--- src/hdl/can_irq_pkg.sv ---
// Package: register map, types and timing of the CAN irq/power block
//
// Overview of operation
// - Four irq outputs from eleven flag sources, each with its own enable.
// - Empty flag per unscheduled transmit buffer; enabled ones raise transmit irq.
// - Receive-full flag and receive irq set after good frame reaches foreground.
// - Wakeup irq on bus activity in sleep or power-down if ack and enable.
// - Receiver and transmitter warning flags set when error counters reach 96.
// - Counter above 127 sets the matching error-passive flag.
// - Transmit counter above 255 sets the bus-off flag.
// - Each irq stays asserted while any of its enabled flags is set.
// - Write one clears a flag; ignored while its condition still holds.
// - Error counters are read-only; software cannot alter them.
// - Config, timing and acceptance registers writable only in soft reset.
// - Transmit pin forced recessive in every low-power mode.
// - Stop means power-down; else ack/soft-reset pick sleep, soft reset, normal.
// - Sleep entered at once if idle, after pending sends or current frame.
// - Asleep: acknowledge held set, core clocks stopped, register access kept.
// - Bus-off recovery count of 128 by 11 bits paused while asleep.
// - In sleep buffers stay accessible; copies and sends wait for wakeup.
// - Sleep left on bus activity, request cleared, or soft reset set.
// - Clearing the sleep request is ignored until acknowledge reads one.
// - After wakeup wait for the idle count, frozen in sleep, to reach 11 recessive bits before joining the bus.
// - Soft reset halts all ongoing transmit and receive at once.
// - Power-down halts transfers, stops clocks, blocks register access.
package can_irq_pkg;
  // Register byte addresses
  localparam logic [7:0] CTRL_ADDR = 8'h00;
  localparam logic [7:0] RFLG_ADDR = 8'h04;
  localparam logic [7:0] RIEN_ADDR = 8'h05;
  localparam logic [7:0] TFLG_ADDR = 8'h06;
  localparam logic [7:0] TIEN_ADDR = 8'h07;
  localparam logic [7:0] STAT_ADDR = 8'h08;
  localparam logic [7:0] RXERR_ADDR = 8'h0e;
  localparam logic [7:0] TXERR_ADDR = 8'h0f;
  localparam logic [7:0] CFG_BASE = 8'h10;
  localparam int CFG_NUM = 12;
  // Control register fields
  localparam int SREQ_BIT = 0;
  localparam int SOFT_BIT = 1;
  localparam int SACK_BIT = 2;
  localparam int WUEN_BIT = 3;
  // Receiver flag register fields
  localparam int RXF_BIT = 0;
  localparam int OVR_BIT = 1;
  localparam int BOFF_BIT = 2;
  localparam int TPAS_BIT = 3;
  localparam int RPAS_BIT = 4;
  localparam int TWRN_BIT = 5;
  localparam int RWRN_BIT = 6;
  localparam int WUP_BIT = 7;
  localparam logic [7:0] ERR_MASK = 8'h7e;
  // Reset values
  localparam logic SOFT_RST = 1'b1;
  localparam logic [2:0] TXE_RST = 3'h7;
  // Error thresholds and bus timing counts
  localparam logic [7:0] WARN_LIMIT = 8'h60;
  localparam logic [8:0] PASS_LIMIT = 9'h07f;
  localparam logic [8:0] BOFF_LIMIT = 9'h0ff;
  localparam logic [3:0] IDLE_BITS = 4'hb;
  localparam logic [6:0] BOFF_GROUPS = 7'h7f;
  typedef enum logic [1:0] {MODE_NORMAL, MODE_SLEEP, MODE_SOFT, MODE_DOWN} mode_t;
  typedef enum logic [1:0] {SLP_AWAKE, SLP_WAIT, SLP_ASLEEP} slp_t;
  // Status reported by the protocol engine, same clock
  typedef struct packed {
    logic rx_frame_ok;
    logic [2:0] tx_done;
    logic tx_busy;
    logic rx_busy;
    logic bit_tick;
    logic [7:0] rx_err;
    logic [8:0] tx_err;
  } engine_t;
  // Controls back to the protocol engine
  typedef struct packed {
    logic core_run;
    logic core_halt;
    logic bus_sync;
    logic [2:0] tx_request;
    logic copy_fg;
    logic boff_recover;
  } engine_ctl_t;
endpackage

--- src/hdl/can_irq_lowpower_control.sv ---
// Interrupt, lock and low-power sequencing of the CAN controller
`timescale 1ns/1ps
`default_nettype none
module can_irq_lowpower_control (
  input wire logic clock, // 25 MHz
  input wire logic resetn, // Async, active low
  input wire logic [7:0] addr, // Register byte address
  input wire logic [7:0] wdata, // Write data
  input wire logic wr, // Write strobe
  input wire logic rd, // Read strobe
  output logic [7:0] rdata_q, // Read data, cycle after rd
  input wire logic cpu_stop, // Processor stop mode
  input wire can_irq_pkg::engine_t eng, // Engine status
  input wire logic can_tx_core, // Engine transmit bit
  input wire logic can_rx, // Receive pin
  output logic can_tx_q, // Transmit pin
  output can_irq_pkg::engine_ctl_t ctl_q, // Engine controls
  output logic irq_wakeup_q, // Wakeup request
  output logic irq_error_q, // Error request
  output logic irq_rx_q, // Receive request
  output logic irq_tx_q // Transmit request
);
  logic rx_s1_q, rx_s2_q, dominant;
  logic sleep_req_q, soft_q, wuen_q, bg_full_q, resync_q;
  logic [7:0] rflag_q, rflag_d, rset, ren_q, rclr;
  logic [2:0] txe_q, ten_q;
  localparam int CFG_NUM_L = can_irq_pkg::CFG_NUM;
  logic [7:0] cfg_q [CFG_NUM_L];
  logic [3:0] bit_cnt_q;
  logic [6:0] boff_cnt_q;
  can_irq_pkg::slp_t slp_q;
  can_irq_pkg::mode_t mode;
  logic sleep_ack, acc, run, busy, wake, bus_wake, group;
  logic is_cfg, copy, rx_new, boff;
  logic [3:0] cfg_idx;

  // ****************************************
  // Pin synchroniser
  // ****************************************
  // Receive pin is asynchronous to the clock
  always_ff @(posedge clock or negedge resetn) begin
    if (!resetn) begin
      rx_s1_q <= 1'b1;
      rx_s2_q <= 1'b1;
    end else begin
      rx_s1_q <= can_rx;
      rx_s2_q <= rx_s1_q;
    end
  end
  assign dominant = ~rx_s2_q;

  // ****************************************
  // Mode decode
  // ****************************************
  assign sleep_ack = (slp_q == can_irq_pkg::SLP_ASLEEP);
  // Stop wins over every other bit
  always_comb begin
    if (cpu_stop) begin
      mode = can_irq_pkg::MODE_DOWN;
    end else begin
      case ({sleep_ack, soft_q})
        2'b10: mode = can_irq_pkg::MODE_SLEEP;
        2'b00: mode = can_irq_pkg::MODE_NORMAL;
        default: mode = can_irq_pkg::MODE_SOFT;
      endcase
    end
  end
  assign acc = ~cpu_stop;
  assign run = (mode == can_irq_pkg::MODE_NORMAL);
  assign busy = eng.tx_busy | eng.rx_busy | ~&txe_q;
  assign bus_wake = sleep_ack & dominant;
  assign wake = bus_wake | ~sleep_req_q | soft_q;
  assign boff = eng.tx_err > can_irq_pkg::BOFF_LIMIT;
  assign is_cfg = (addr >= can_irq_pkg::CFG_BASE) &&
    (addr < can_irq_pkg::CFG_BASE + 8'(CFG_NUM_L));
  assign cfg_idx = addr[3:0];

  // ****************************************
  // Control register
  // ****************************************
  // Request clear only takes effect once asleep
  always_ff @(posedge clock or negedge resetn) begin
    if (!resetn) begin
      sleep_req_q <= 1'b0;
      soft_q <= can_irq_pkg::SOFT_RST;
      wuen_q <= 1'b0;
    end else begin
      if (wr && acc && addr == can_irq_pkg::CTRL_ADDR) begin
        soft_q <= wdata[can_irq_pkg::SOFT_BIT];
        wuen_q <= wdata[can_irq_pkg::WUEN_BIT];
        if (wdata[can_irq_pkg::SREQ_BIT]) begin
          sleep_req_q <= 1'b1;
        end else if (sleep_ack) begin
          sleep_req_q <= 1'b0;
        end
      end
      // Bus wake drops the request so sleep is not re-entered
      if (bus_wake) begin
        sleep_req_q <= 1'b0;
      end
    end
  end

  // ****************************************
  // Sleep handshake
  // ****************************************
  always_ff @(posedge clock or negedge resetn) begin
    if (!resetn) begin
      slp_q <= can_irq_pkg::SLP_AWAKE;
    end else begin
      case (slp_q)
        can_irq_pkg::SLP_AWAKE: begin
          if (sleep_req_q && !soft_q) begin
            slp_q <= can_irq_pkg::SLP_WAIT;
          end
        end
        // Pending sends and the current frame finish first
        can_irq_pkg::SLP_WAIT: begin
          if (!sleep_req_q || soft_q) begin
            slp_q <= can_irq_pkg::SLP_AWAKE;
          end else if (!busy) begin
            slp_q <= can_irq_pkg::SLP_ASLEEP;
          end
        end
        can_irq_pkg::SLP_ASLEEP: begin
          if (wake) begin
            slp_q <= can_irq_pkg::SLP_AWAKE;
          end
        end
        default: slp_q <= can_irq_pkg::SLP_AWAKE;
      endcase
    end
  end

  // ****************************************
  // Bus idle and bus-off counting
  // ****************************************
  // Counts only while the core runs, so sleep freezes it
  assign group = run & eng.bit_tick & ~dominant &
    (bit_cnt_q == can_irq_pkg::IDLE_BITS - 4'h1);
  always_ff @(posedge clock or negedge resetn) begin
    if (!resetn) begin
      bit_cnt_q <= 4'h0;
    end else if (run && eng.bit_tick) begin
      if (dominant || group) begin
        bit_cnt_q <= 4'h0;
      end else begin
        bit_cnt_q <= bit_cnt_q + 4'h1;
      end
    end
  end
  // Halted or woken core must see the idle count, frozen while stopped, reach 11 again
  always_ff @(posedge clock or negedge resetn) begin
    if (!resetn) begin
      resync_q <= 1'b1;
    end else if (!run || (sleep_ack && wake)) begin
      resync_q <= 1'b1;
    end else if (group) begin
      resync_q <= 1'b0;
    end
  end
  // Progress is kept across sleep, lost only on leaving bus-off
  always_ff @(posedge clock or negedge resetn) begin
    if (!resetn) begin
      boff_cnt_q <= 7'h0;
    end else if (!boff) begin
      boff_cnt_q <= 7'h0;
    end else if (group) begin
      boff_cnt_q <= boff_cnt_q + 7'h1;
    end
  end

  // ****************************************
  // Receive buffers and flags
  // ****************************************
  assign rx_new = eng.rx_frame_ok & run & ~resync_q;
  // Background to foreground copy waits for a running core
  assign copy = bg_full_q & ~rflag_q[can_irq_pkg::RXF_BIT] & run;
  always_ff @(posedge clock or negedge resetn) begin
    if (!resetn) begin
      bg_full_q <= 1'b0;
    end else if (copy) begin
      bg_full_q <= 1'b0;
    end else if (rx_new && rflag_q[can_irq_pkg::RXF_BIT]) begin
      bg_full_q <= 1'b1;
    end
  end
  // Level conditions re-set every cycle, so clears lose to them
  always_comb begin
    rset = 8'h0;
    rset[can_irq_pkg::WUP_BIT] = sleep_ack & wuen_q & dominant;
    rset[can_irq_pkg::RWRN_BIT] = eng.rx_err >= can_irq_pkg::WARN_LIMIT;
    rset[can_irq_pkg::TWRN_BIT] =
      eng.tx_err >= {1'b0, can_irq_pkg::WARN_LIMIT};
    rset[can_irq_pkg::RPAS_BIT] =
      {1'b0, eng.rx_err} > can_irq_pkg::PASS_LIMIT;
    rset[can_irq_pkg::TPAS_BIT] = eng.tx_err > can_irq_pkg::PASS_LIMIT;
    rset[can_irq_pkg::BOFF_BIT] = boff;
    rset[can_irq_pkg::OVR_BIT] =
      rx_new & rflag_q[can_irq_pkg::RXF_BIT] & bg_full_q;
    rset[can_irq_pkg::RXF_BIT] =
      copy | (rx_new & ~rflag_q[can_irq_pkg::RXF_BIT]);
    rclr = (wr && acc && addr == can_irq_pkg::RFLG_ADDR) ? wdata : 8'h0;
    rflag_d = (rflag_q & ~rclr) | rset;
  end
  always_ff @(posedge clock or negedge resetn) begin
    if (!resetn) begin
      rflag_q <= 8'h0;
    end else begin
      rflag_q <= rflag_d;
    end
  end

  // ****************************************
  // Transmit flags and enables
  // ****************************************
  // Clearing an empty flag schedules the buffer; completion wins
  always_ff @(posedge clock or negedge resetn) begin
    if (!resetn) begin
      txe_q <= can_irq_pkg::TXE_RST;
    end else begin
      txe_q <= (txe_q & ~((wr && acc && addr == can_irq_pkg::TFLG_ADDR) ?
        wdata[2:0] : 3'h0)) | eng.tx_done;
    end
  end
  always_ff @(posedge clock or negedge resetn) begin
    if (!resetn) begin
      ren_q <= 8'h0;
      ten_q <= 3'h0;
    end else if (wr && acc) begin
      if (addr == can_irq_pkg::RIEN_ADDR) begin
        ren_q <= wdata;
      end
      if (addr == can_irq_pkg::TIEN_ADDR) begin
        ten_q <= wdata[2:0];
      end
    end
  end

  // ****************************************
  // Locked configuration
  // ****************************************
  // Timing and filter settings only change off-line
  always_ff @(posedge clock or negedge resetn) begin
    if (!resetn) begin
      for (int i = 0; i < CFG_NUM_L; i++) begin
        cfg_q[i] <= 8'h0;
      end
    end else if (wr && acc && is_cfg && soft_q) begin
      cfg_q[cfg_idx] <= wdata;
    end
  end

  // ****************************************
  // Register read
  // ****************************************
  // Counters appear only here, there is no write path
  always_ff @(posedge clock or negedge resetn) begin
    if (!resetn) begin
      rdata_q <= 8'h0;
    end else if (!rd || !acc) begin
      rdata_q <= 8'h0;
    end else if (is_cfg) begin
      rdata_q <= cfg_q[cfg_idx];
    end else begin
      case (addr)
        can_irq_pkg::CTRL_ADDR:
          rdata_q <= {4'h0, wuen_q, sleep_ack, soft_q, sleep_req_q};
        can_irq_pkg::RFLG_ADDR: rdata_q <= rflag_q;
        can_irq_pkg::RIEN_ADDR: rdata_q <= ren_q;
        can_irq_pkg::TFLG_ADDR: rdata_q <= {5'h0, txe_q};
        can_irq_pkg::TIEN_ADDR: rdata_q <= {5'h0, ten_q};
        can_irq_pkg::STAT_ADDR: rdata_q <= {3'h0, bg_full_q, resync_q,
          slp_q == can_irq_pkg::SLP_WAIT, mode};
        can_irq_pkg::RXERR_ADDR: rdata_q <= eng.rx_err;
        can_irq_pkg::TXERR_ADDR: rdata_q <= eng.tx_err[7:0];
        default: rdata_q <= 8'h0;
      endcase
    end
  end

  // ****************************************
  // Outputs
  // ****************************************
  // One flop of delay keeps every output glitch free
  always_ff @(posedge clock or negedge resetn) begin
    if (!resetn) begin
      can_tx_q <= 1'b1;
      ctl_q <= '0;
      irq_wakeup_q <= 1'b0;
      irq_error_q <= 1'b0;
      irq_rx_q <= 1'b0;
      irq_tx_q <= 1'b0;
    end else begin
      can_tx_q <= run ? can_tx_core : 1'b1;
      ctl_q.core_run <= run;
      ctl_q.core_halt <= soft_q | cpu_stop;
      ctl_q.bus_sync <= run & ~resync_q;
      ctl_q.tx_request <= ~txe_q & {3{run & ~resync_q}};
      ctl_q.copy_fg <= copy;
      ctl_q.boff_recover <= group & boff &
        (boff_cnt_q == can_irq_pkg::BOFF_GROUPS);
      irq_wakeup_q <= rflag_q[can_irq_pkg::WUP_BIT] &
        ren_q[can_irq_pkg::WUP_BIT];
      irq_error_q <= |(rflag_q & ren_q & can_irq_pkg::ERR_MASK);
      irq_rx_q <= rflag_q[can_irq_pkg::RXF_BIT] &
        ren_q[can_irq_pkg::RXF_BIT];
      irq_tx_q <= |(txe_q & ten_q);
    end
  end
endmodule // can_irq_lowpower_control
`default_nettype wire

--- config.mk ---
export PLATFORM = sky130hd
export DESIGN_NAME = can_irq_lowpower_control
export DESIGN_NICKNAME = d
export VERILOG_FILES = /design/src/hdl/can_irq_pkg.sv /design/src/hdl/can_irq_lowpower_control.sv
export SDC_FILE = /design/constraint.sdc
export NUM_CORES = 1
export LEC_CHECK = 0
export BUFFER_PORTS_ARGS = -buffer_cell sky130_fd_sc_hd__buf_2
export CAP_MARGIN = 30
export CORE_UTILIZATION = 55
export CTS_CLUSTER_DIAMETER = 120
export DETAILED_ROUTE_END_ITERATION = 6
export HOLD_SLACK_MARGIN = 0.02
export PLACE_DENSITY = 0.8
export REMOVE_ABC_BUFFERS = 1
export SKIP_CTS_REPAIR_TIMING = 1
export SKIP_LAST_GASP = 1
export SLEW_MARGIN = 0
export SYNTH_ARGS = -nofsm -noshare
export SYNTH_HDL_FRONTEND = slang
export SYNTH_SLANG_ARGS = --single-unit
--- constraint.sdc ---
create_clock -name clock -period 5.95 [get_ports clock]
set_input_delay 1.4875 -clock clock [delete_from_list [all_inputs] [get_ports clock]]
set_output_delay 1.4875 -clock clock [all_outputs]
set_load 0.05 [all_outputs]
==> results of run 1 <==
-- layout by cell type, fill, tap and decap left out, types with 4 or more instances in the layout --
master / netlist / layout
clkinv_2: 0 / 5
nand2b_1: 8 / 8
buf_2: 5 / 66
nor3_1: 6 / 6
and2_1: 9 / 9
nand2_1: 37 / 37
dfrtp_1: 151 / 151
mux2i_1: 17 / 17
and3_1: 7 / 7
nand3_1: 9 / 9
inv_1: 7 / 7
buf_4: 0 / 4
xnor2_1: 4 / 4
nor2b_1: 7 / 7
nor2_1: 26 / 26
a31oi_1: 6 / 6
mux2_2: 110 / 110
a21oi_1: 17 / 17
a211oi_1: 6 / 6
a21o_1: 5 / 5
mux4_2: 25 / 25
dfstp_2: 8 / 8
a22oi_1: 6 / 6
clkbuf_16: 0 / 17
o21ai_0: 10 / 10
nand4_1: 9 / 9
-- through the flow --
stage	hold slack, ps	utilization	area, um2	setup slack [ps]
floorplan	345	-	7300	2390
global placement	348	0.598	7890	1960
detailed placement	350	0.601	7930	1930
CTS	359	0.647	8530	2390
global route	359	0.647	8530	2260
finish	358	0.647	8530	2350
-- layout make-up --
class,instances,area [um2]
Clock buffer,21,470
Clock inverter,11,138
Fill cell,977,4660
Inverter,7,26.3
Multi-Input combinational cell,371,3290
Sequential cell,159,3990
Tap cell,176,220
Timing Repair Buffer,72,399
-- kinds of logic after synthesis --
kind of cell             share of synthesized area
AO/OA/AOI/OAI                               0.0634
multiplexers                                 0.267
flip-flops                                   0.537
buffers and inverters                       0.0217
adder cells (fa/ha/maj)                    0.00505
AND/OR/NAND/NOR                              0.101
XOR/XNOR                                   0.00589
-- power breakdown --
part	internal (uW)	switching (uW)	total, uW	leakage, uW
logic	57.9	113	171	0.00169
registers	1100	19.9	1120	0.00215
clock network	688	423	1110	0.000295
-- routing by layer --
| layer | vias up | GRT usage |
|---|---|---|
| li1 | 2215 | - |
| met1 | 2601 | 0.351 |
| met2 | 222 | 0.424 |
| met3 | 52 | 0.0531 |
| met4 | 0 | 0.135 |
| met5 | - | 0 |
-- path summary, 6_finish.rpt --
| check | slack [ps] | endpoint | startpoint | cells after the start |
|---|---|---|---|---|
| setup / recovery | 2350 | cfg_q[82] | addr[3] | 6 |
| min in group asynchronous | 1000 | bit_cnt_q[2] | resetn | 1 |
| hold / removal | 360 | rx_s2_q | rx_s1_q | 0 |
| hold reg to reg | 360 | rx_s2_q | rx_s1_q | 0 |
| max in group asynchronous | 4020 | cfg_q[4] | resetn | 2 |
| setup reg to reg | 3830 | boff_cnt_q[6] | bit_cnt_q[0] | 7 |
-- state kept, by name, indices dropped and copies added (netlist names), 2 cells and up --
name,flops
bit_cnt_q,4
boff_cnt_q,7
cfg_q,96
ctl_q,8
rdata_q,8
ren_q,8
rflag_q,8
slp_q,2
ten_q,3
txe_q,3
-- worst reg2reg max path, cell delays in order (launching register included) --
cell,delay (ps)
dfrtp_1,410
inv_1,70
ha_1,170
nand4b_1,180
nor4_4,450
nand4_2,230
or3_1,390
a21boi_1,150
==> results_dict.tcl, run 1 <==
set metrics [dict create \
    outcome "finished, final reports clean" \
    slew_viol_final 0 \
    drive_gt1_frac 0.396 \
    synth_edf_count 0 \
    met1_length_mm 6.99 \
    yosys.area.top_type_share 0.508 \
    dr.first_iter.drc_count 411 \
    grt_overflow 0 \
    power.density_nw_per_um2 282 \
    synth_async_sr_flop_share 1.00 \
    yosysTopAreaCell "dfrtp_1" \
    start_util 0.564 \
    fmax_ghz 0.278 \
    cp.arrival_ps 3910 \
    floorplan.rows 42 \
    yosysMostFrequentCell "dfrtp_1" \
    layout.cells.non_filler 817 \
    root_buffer "clkbuf_16" \
    cts_inserted_buffers 17 \
    cp_slowest_stage_delay_ps 660 \
    grt_pass1_wl_mm 28.3 \
    drv_cap 0 \
    avgSynthCellArea_um2 13.1 \
    n_antenna_cell 0 \
    ys_seq_area_frac 0.537 \
    clk_pin_slew_ps 60 \
    die_h_um 118 \
    peakVddDrop_mv 0.167 \
    dp_cells 785 \
    grt_start_max_net_pins 70 \
    ant_nets 0 \
    highest_layer "met4" \
    ys_types 59 \
    crit_slowest_cell "nor3_2" \
    setup_viol 0 \
    power_uw 2400 \
    grtUsageTotal 0.267 \
    wl_per_cell_um 21.2 \
    ys_seq_elements 159 \
    dieWidth_um 118 \
    ys_top_cells_by_area "dfrtp_1, mux2_2, mux4_2, dfstp_2, mux2i_1" \
    crit_fanout 27 \
    core_um2 13200 \
    syn_to_final_growth_pct 14.8 \
    fin_skew_ps 5.17 \
    cts_tree "yes" \
    cp_num_buf_inv 1 \
    end_kind "register" \
    clock-sinks 159 \
    met2_length_mm 8.61 \
    num_vias 5090 \
    gp_congestion 0.910 \
    clk_latency_ps 430 \
    numPortBuffers 67 \
    avgViaCountPerCell 6.23 \
    antenna_found_initial 0 \
    htree_levels 4 \
    crit_chain "buf_2 > nand2_1 > and4b_1 > nand4_1 > nor3_2 > mux2_2" \
    syn_area_um2 7430 \
    final.min_clock_period_ps 3600 \
    worstSetupStartpointType "input port" \
    path_delay_family "simple AND/OR/NAND/NOR gates" \
    dr_wl_met3_mm 1.16 \
    dpl.hpwl_mm 11.7 \
    clockBufferDepth 2 \
    io_pins 68 \
    slew_headroom 0.333 \
    crit_type "input port to register" \
    ys_top_cells_by_count "dfrtp_1, mux2_2, nand2_1" \
    wirelength_mm 17.3 \
    grt_pass1_vias 5303 \
    fin_crit_sh 0.606 \
    hold_viol 0 \
    setup-tns-final_ps 0 \
    die-area_um2 14000 \
    dr.pass1.iters 5 \
    synth_warnings 0 \
    ys.flop_type "dfrtp_1" \
    rsz0062_at_grt "no" \
    drc 0 \
    synth_cells 567 \
    critical_path_required_ps 6260 \
    nNetsFinal 678 \
    worstHoldPathType "register to register" \
    tightest_slew_ps 1000 \
    p_leak_uw 0.00413 \
]
No activity file was read; power rests on OpenSTA's default activity.
==> run 2, diff against run 1 <==
--- a/config.mk
+++ b/config.mk
@@ -5,6 +5,7 @@
 export SDC_FILE = /design/constraint.sdc
 export NUM_CORES = 1
 export LEC_CHECK = 0
+export ABC_AREA = 1
 export BUFFER_PORTS_ARGS = -buffer_cell sky130_fd_sc_hd__buf_2
 export CAP_MARGIN = 30
 export CORE_UTILIZATION = 55
==> constraint.sdc (replaced) <==
create_clock -name clock -period 3.47 [get_ports clock]
set_input_delay 0.8675 -clock clock [delete_from_list [all_inputs] [get_ports clock]]
set_output_delay 0.8675 -clock clock [all_outputs]
set_load 0.05 [all_outputs]
==> run 2 against run 1 <==
Worst hold slack got worse by 0.99 ps. Power rose by 72%. Worst setup slack lost 1500 ps. Count of clock-buffer cells in the layout down 2. Clock skew rose by 6.7 ps. Global-route usage grew 2.0 points. Via count grew 30%. Sequential share of layout area is 0.32 points higher. Synthesized area fell by 0.37%. Synthesized cell count is 68% higher. Sequential power up 73%. First-iteration DRC count up 69%.
==> results_dict.tcl, run 2 <==
set metrics [dict create \
    cp_slowest_stage_delay_ps 580 \
    grt_overflow 0 \
    critical_path_required_ps 3830 \
    grtUsageTotal 0.287 \
    power.density_nw_per_um2 489 \
    clk_latency_ps 430 \
    fmax_ghz 0.388 \
    dr.pass1.iters 6 \
    reg2reg_to "cfg_q[70]" \
    fin_crit_sh 0.742 \
    ys_seq_elements 159 \
    crit_type "input port to register" \
    worstSetupStartpointType "input port" \
    multiInputGateArea_um2 3070 \
    tightest_slew_ps 708 \
    ys_top_cells_by_count "nand2_1, dfrtp_1, nor2_1" \
    syn_area_um2 7410 \
    wirelength_mm 18.8 \
    syn_to_final_growth_pct 14.4 \
    clock-sinks 159 \
    dpl.hpwl_mm 12.7 \
    r2r-start "soft_q" \
    ys_seq_area_frac 0.539 \
    setup_viol 0 \
    io_pins 68 \
    wl_per_cell_um 15.7 \
    drive_gt1_frac 0.121 \
    largest_reg_flops 96 \
    grt_pass1_vias 6168 \
    floorplan.rows 42 \
    worstHoldPathType "register to register" \
    crit_chain "buf_2 > inv_1 > nand2_1 > nor2_1 > nand3_1 > nand2_1 > nor2_1 > nand2_1 > nor2_1 > nor2_1" \
    synth_async_sr_flop_share 1.00 \
    synth_warnings 0 \
    dpl_cell_area_um2 7880 \
    drv_cap 0 \
    cpMostUsedCell "nor2_1" \
    grt_pass1_wl_mm 30.8 \
    power_uw 4150 \
    drc 0 \
    clk_pin_slew_ps 60 \
    dieWidth_um 118 \
    dr.first_iter.drc_count 696 \
    rsz0062_at_grt "no" \
    end_kind "register" \
    r2r_slack_ps 1300 \
    final_area_um2 8480 \
    ant_nets 0 \
    dp_slack_ps 510 \
    antenna_found_initial 1 \
    gp_congestion 0.928 \
    final.min_clock_period_ps 2570 \
    peakVddDrop_mv 0.366 \
    cp.arrival_ps 2930 \
    seq_area_um2 3990 \
    ff2ff_path_depth 4 \
    crit_fanout 18 \
    die-area_um2 13900 \
    p_leak_uw 0.00428 \
    avgViaCountPerCell 5.52 \
    largest_register "cfg_q" \
    numPortBuffers 67 \
    final_cell_mix "nand2_1, dfrtp_1, nor2_1, o21ai_0, buf_2" \
    fin_skew_ps 11.9 \
    htree_levels 4 \
    cts_tree "yes" \
    hold_viol 0 \
    layout_setup_ws_ps 896 \
    final_common_cell "nand2_1" \
    start_util 0.562 \
    crit_slowest_cell "nor2_1" \
    die_h_um 118 \
    slew_headroom 0.527 \
    core_um2 13200 \
    num_vias 6641 \
    synth_cells 954 \
    cts_inserted_buffers 17 \
    nNetsFinal 1063 \
    crit_end "rdata_q[1]" \
    yosys.area.top_type_share 0.510 \
    synth_edf_count 0 \
    ys_types 31 \
    ys.flop_type "dfrtp_1" \
    yosysTopAreaCell "dfrtp_1" \
    grt_start_max_net_pins 76 \
    nFillCells 1134 \
    clockBufferDepth 2 \
    outcome "finished, final reports clean" \
    ys_top_cells_by_area "dfrtp_1, nand2_1, o21ai_0, nor2_1, nand3_1" \
    avgSynthCellArea_um2 7.76 \
    root_buffer "clkbuf_16" \
    slew_viol_final 0 \
    yosysMostFrequentCell "nand2_1" \
    setup-tns-final_ps 0 \
    cp-startpoint "addr[0]" \
]
-- run 2: cell count changes in the layout (fill, tap and decap cells not counted), moves of 8 or more --
| cell | change |
|---|---|
| mux4_2 | -25 |
| inv_1 | +40 |
| mux2i_1 | -17 |
| nand3_1 | +51 |
| nand2_1 | +289 |
| o21ai_0 | +113 |
| mux2_2 | -110 |
| nand2b_1 | -8 |
| nor2_1 | +123 |
| and2_1 | -9 |
-- run 2: worst min path at each step --
stage / to / cells past startpoint / from / slack (ps)
2_1_floorplan: rx_s2_q / 0 / rx_s1_q / 350
3_3_place_gp: rx_s2_q / 0 / rx_s1_q / 350
3_5_place_dp: rx_s2_q / 0 / rx_s1_q / 350
4_1_cts: rx_s2_q / 0 / rx_s1_q / 360
5_1_grt: rx_s2_q / 0 / rx_s1_q / 360
6_report: rx_s2_q / 0 / rx_s1_q / 360
-- run 2: where the power goes --
group | switching [uW] | internal (uW) | total [uW]
Combinational | 227 | 86.8 | 314
Clock | 757 | 1130 | 1890
Sequential | 35.7 | 1910 | 1940
-- run 2: per-stage QoR --
step           utilization  hold WS, ps  instances
2_1_floorplan            -          345        920
3_3_place_gp         0.597          346       1170
3_5_place_dp         0.597          347       1170
4_1_cts              0.642          356       1202
5_1_grt              0.643          361       1203
6_report             0.643          357       1203
-- run 2: per-layer routing --
metal | part of all wire | global-route usage
met1 | 0.45 | 0.402
met2 | 0.46 | 0.433
met3 | 0.067 | 0.0586
met4 | 0.025 | 0.125
met5 | 0 | 0
-- run 2: layout make-up --
type                    instances  share of cell area
clock buffers                  19              0.0511
diodes                          1            0.000295
clock inverters                13              0.0195
repair buffers                 74              0.0480
inverters                      50              0.0221
multi-input cells             711               0.362
well taps                     176              0.0260
flip-flops and latches        159               0.471
-- run 2: cells by family (layout without fill, tap and decap cells) --
logic type,Yosys count,after routing,synth area share
and+or+nand+nor,559,559,0.306
DFF,159,159,0.539
AOI/OAI and AO/OA,147,147,0.102
buffers and inverters,84,156,0.0468
adders and majority gates,3,3,0.00507
xor gates and xnor gates,2,2,0.00237
other,0,1,0
-- run 2: worst max-delay path: cells and delay by family --
kind	cells	cell delay, ps
AND/OR/NAND/NOR	8	1480
buffers and inverters	2	570
==> run 3, diff against run 2 <==
--- a/config.mk
+++ b/config.mk
@@ -5,7 +5,7 @@
 export SDC_FILE = /design/constraint.sdc
 export NUM_CORES = 1
 export LEC_CHECK = 0
-export ABC_AREA = 1
+export ABC_AREA = 0
 export BUFFER_PORTS_ARGS = -buffer_cell sky130_fd_sc_hd__buf_2
 export CAP_MARGIN = 30
 export CORE_UTILIZATION = 55
==> constraint.sdc (replaced) <==
create_clock -name clock -period 2.5 [get_ports clock]
set_input_delay 0.625 -clock clock [delete_from_list [all_inputs] [get_ports clock]]
set_output_delay 0.625 -clock clock [all_outputs]
set_load 0.05 [all_outputs]
==> run 3 against run 2 <==
Final area increased by 2.7%. Final cell count shrank 30%. Routed wire length fell by 4.8%. Clock power increased by 30%. Power up 34%. First-iteration DRC count fell by 46%.
==> results_dict.tcl, run 3 (synthesis gave the netlist of run 1 again) <==
set metrics [dict create \
    layout.cells.non_filler 842 \
    nFillCells 967 \
    tightest_slew_ps 552 \
    hold_viol 0 \
    cp-startpoint "addr[3]" \
    worstHoldPathType "input port to async pin" \
    outcome "finished, final reports clean" \
    ant_nets 0 \
    peakVddDrop_mv 0.488 \
    largest_register "cfg_q" \
    grt_overflow 0 \
    cp_num_buf_inv 2 \
    fin_skew_ps 7.60 \
    cts_tree "yes" \
    drv_cap 0 \
    multiInputGateArea_um2 3290 \
    nNetsFinal 703 \
    syn_to_final_growth_pct 17.0 \
    crit_slowest_cell "nor3_1" \
    slew_headroom 0.629 \
    path_delay_family "simple AND/OR/NAND/NOR gates" \
    final.min_clock_period_ps 2010 \
    htree_levels 4 \
    end_kind "register" \
    crit_chain "buf_2 > buf_4 > nor3_1 > nand2_1 > mux2_2" \
    fmax_ghz 0.497 \
    critical_path_required_ps 2810 \
    grtUsageTotal 0.281 \
    setup-tns-final_ps 0 \
    wl_per_cell_um 21.3 \
    final_cell_mix "dfrtp_1, mux2_2, buf_2, nand2_1" \
    grt_pass1_wl_mm 29.6 \
    p_leak_uw 0.00422 \
    cp_slowest_stage_delay_ps 490 \
    clock-sinks 159 \
    dr.first_iter.drc_count 376 \
    antenna_found_initial 0 \
    num_vias 5220 \
    fin_crit_sh 0.805 \
    crit_fanout 18 \
    dp_cells 810 \
    cts_inserted_buffers 17 \
    r2r-start "bit_cnt_q[0]" \
    largest_reg_flops 96 \
    dieWidth_um 118 \
    drive_gt1_frac 0.413 \
    root_buffer "clkbuf_16" \
    dp_slack_ps 89.6 \
    n_antenna_cell 0 \
    numPortBuffers 67 \
    slew_viol_final 0 \
    die-area_um2 14000 \
    hold_slack_ps 101 \
    layout_setup_ws_ps 487 \
    clk_latency_ps 430 \
    start_util 0.564 \
    cp.arrival_ps 2330 \
    die_h_um 118 \
    rsz0062_at_grt "no" \
    grt_pass1_vias 5523 \
    floorplan.rows 42 \
    crit_type "input port to register" \
    final_common_cell "dfrtp_1" \
    gp_congestion 0.942 \
    wirelength_mm 17.9 \
    io_pins 68 \
    drc 0 \
    worstSetupStartpointType "input port" \
    avgViaCountPerCell 6.20 \
    dr.pass1.iters 5 \
    r2r_slack_ps 530 \
    dpl.hpwl_mm 12.6 \
    power.density_nw_per_um2 639 \
    grt_start_max_net_pins 54 \
    seq_area_um2 3990 \
    core_um2 13200 \
    final_core_util 0.660 \
    clockBufferDepth 2 \
    clk_pin_slew_ps 60 \
    setup_viol 0 \
]
run 3: per-stage QoR:
step,cell area (um2),power (uW)
after floorplan,7300,2880
after global placement,8140,3120
after detailed placement,8140,3140
after CTS,8700,5600
after global routing,8700,5750
final,8700,5560
run 3: metal layers:
metal / wire (um) / global-route usage / vias to the layer above / part of all wire
met3: 1100 / 0.0536 / 52 / 0.061
li1: - / - / 2268 / -
met2: 9090 / 0.459 / 222 / 0.51
met1: 7050 / 0.355 / 2678 / 0.39
met5: 0 / 0 / - / 0
met4: 690 / 0.152 / 0 / 0.038
run 3: final cells by class:
type,instances,area share
repair buffers,97,0.0709
well taps,176,0.0253
flip-flops and latches,159,0.458
inverters,7,0.00302
multi-input cells,371,0.378
clock inverters,10,0.0132
clock buffers,22,0.0510
run 3: where the power goes:
part | leakage [uW] | internal, uW | switching (uW)
logic | 0.00182 | 155 | 274
registers | 0.00215 | 2620 | 50.5
clock network | 0.000252 | 1460 | 998
run 3: path summary, 6_finish.rpt:
check	end	cells after the start
max	cfg_q[74]	5
min	bit_cnt_q[1]	1
max reg2reg	boff_cnt_q[6]	7
min reg2reg	rx_s2_q	0
max in group asynchronous	ren_q[5]	2
min in group clock	rx_s1_q	1
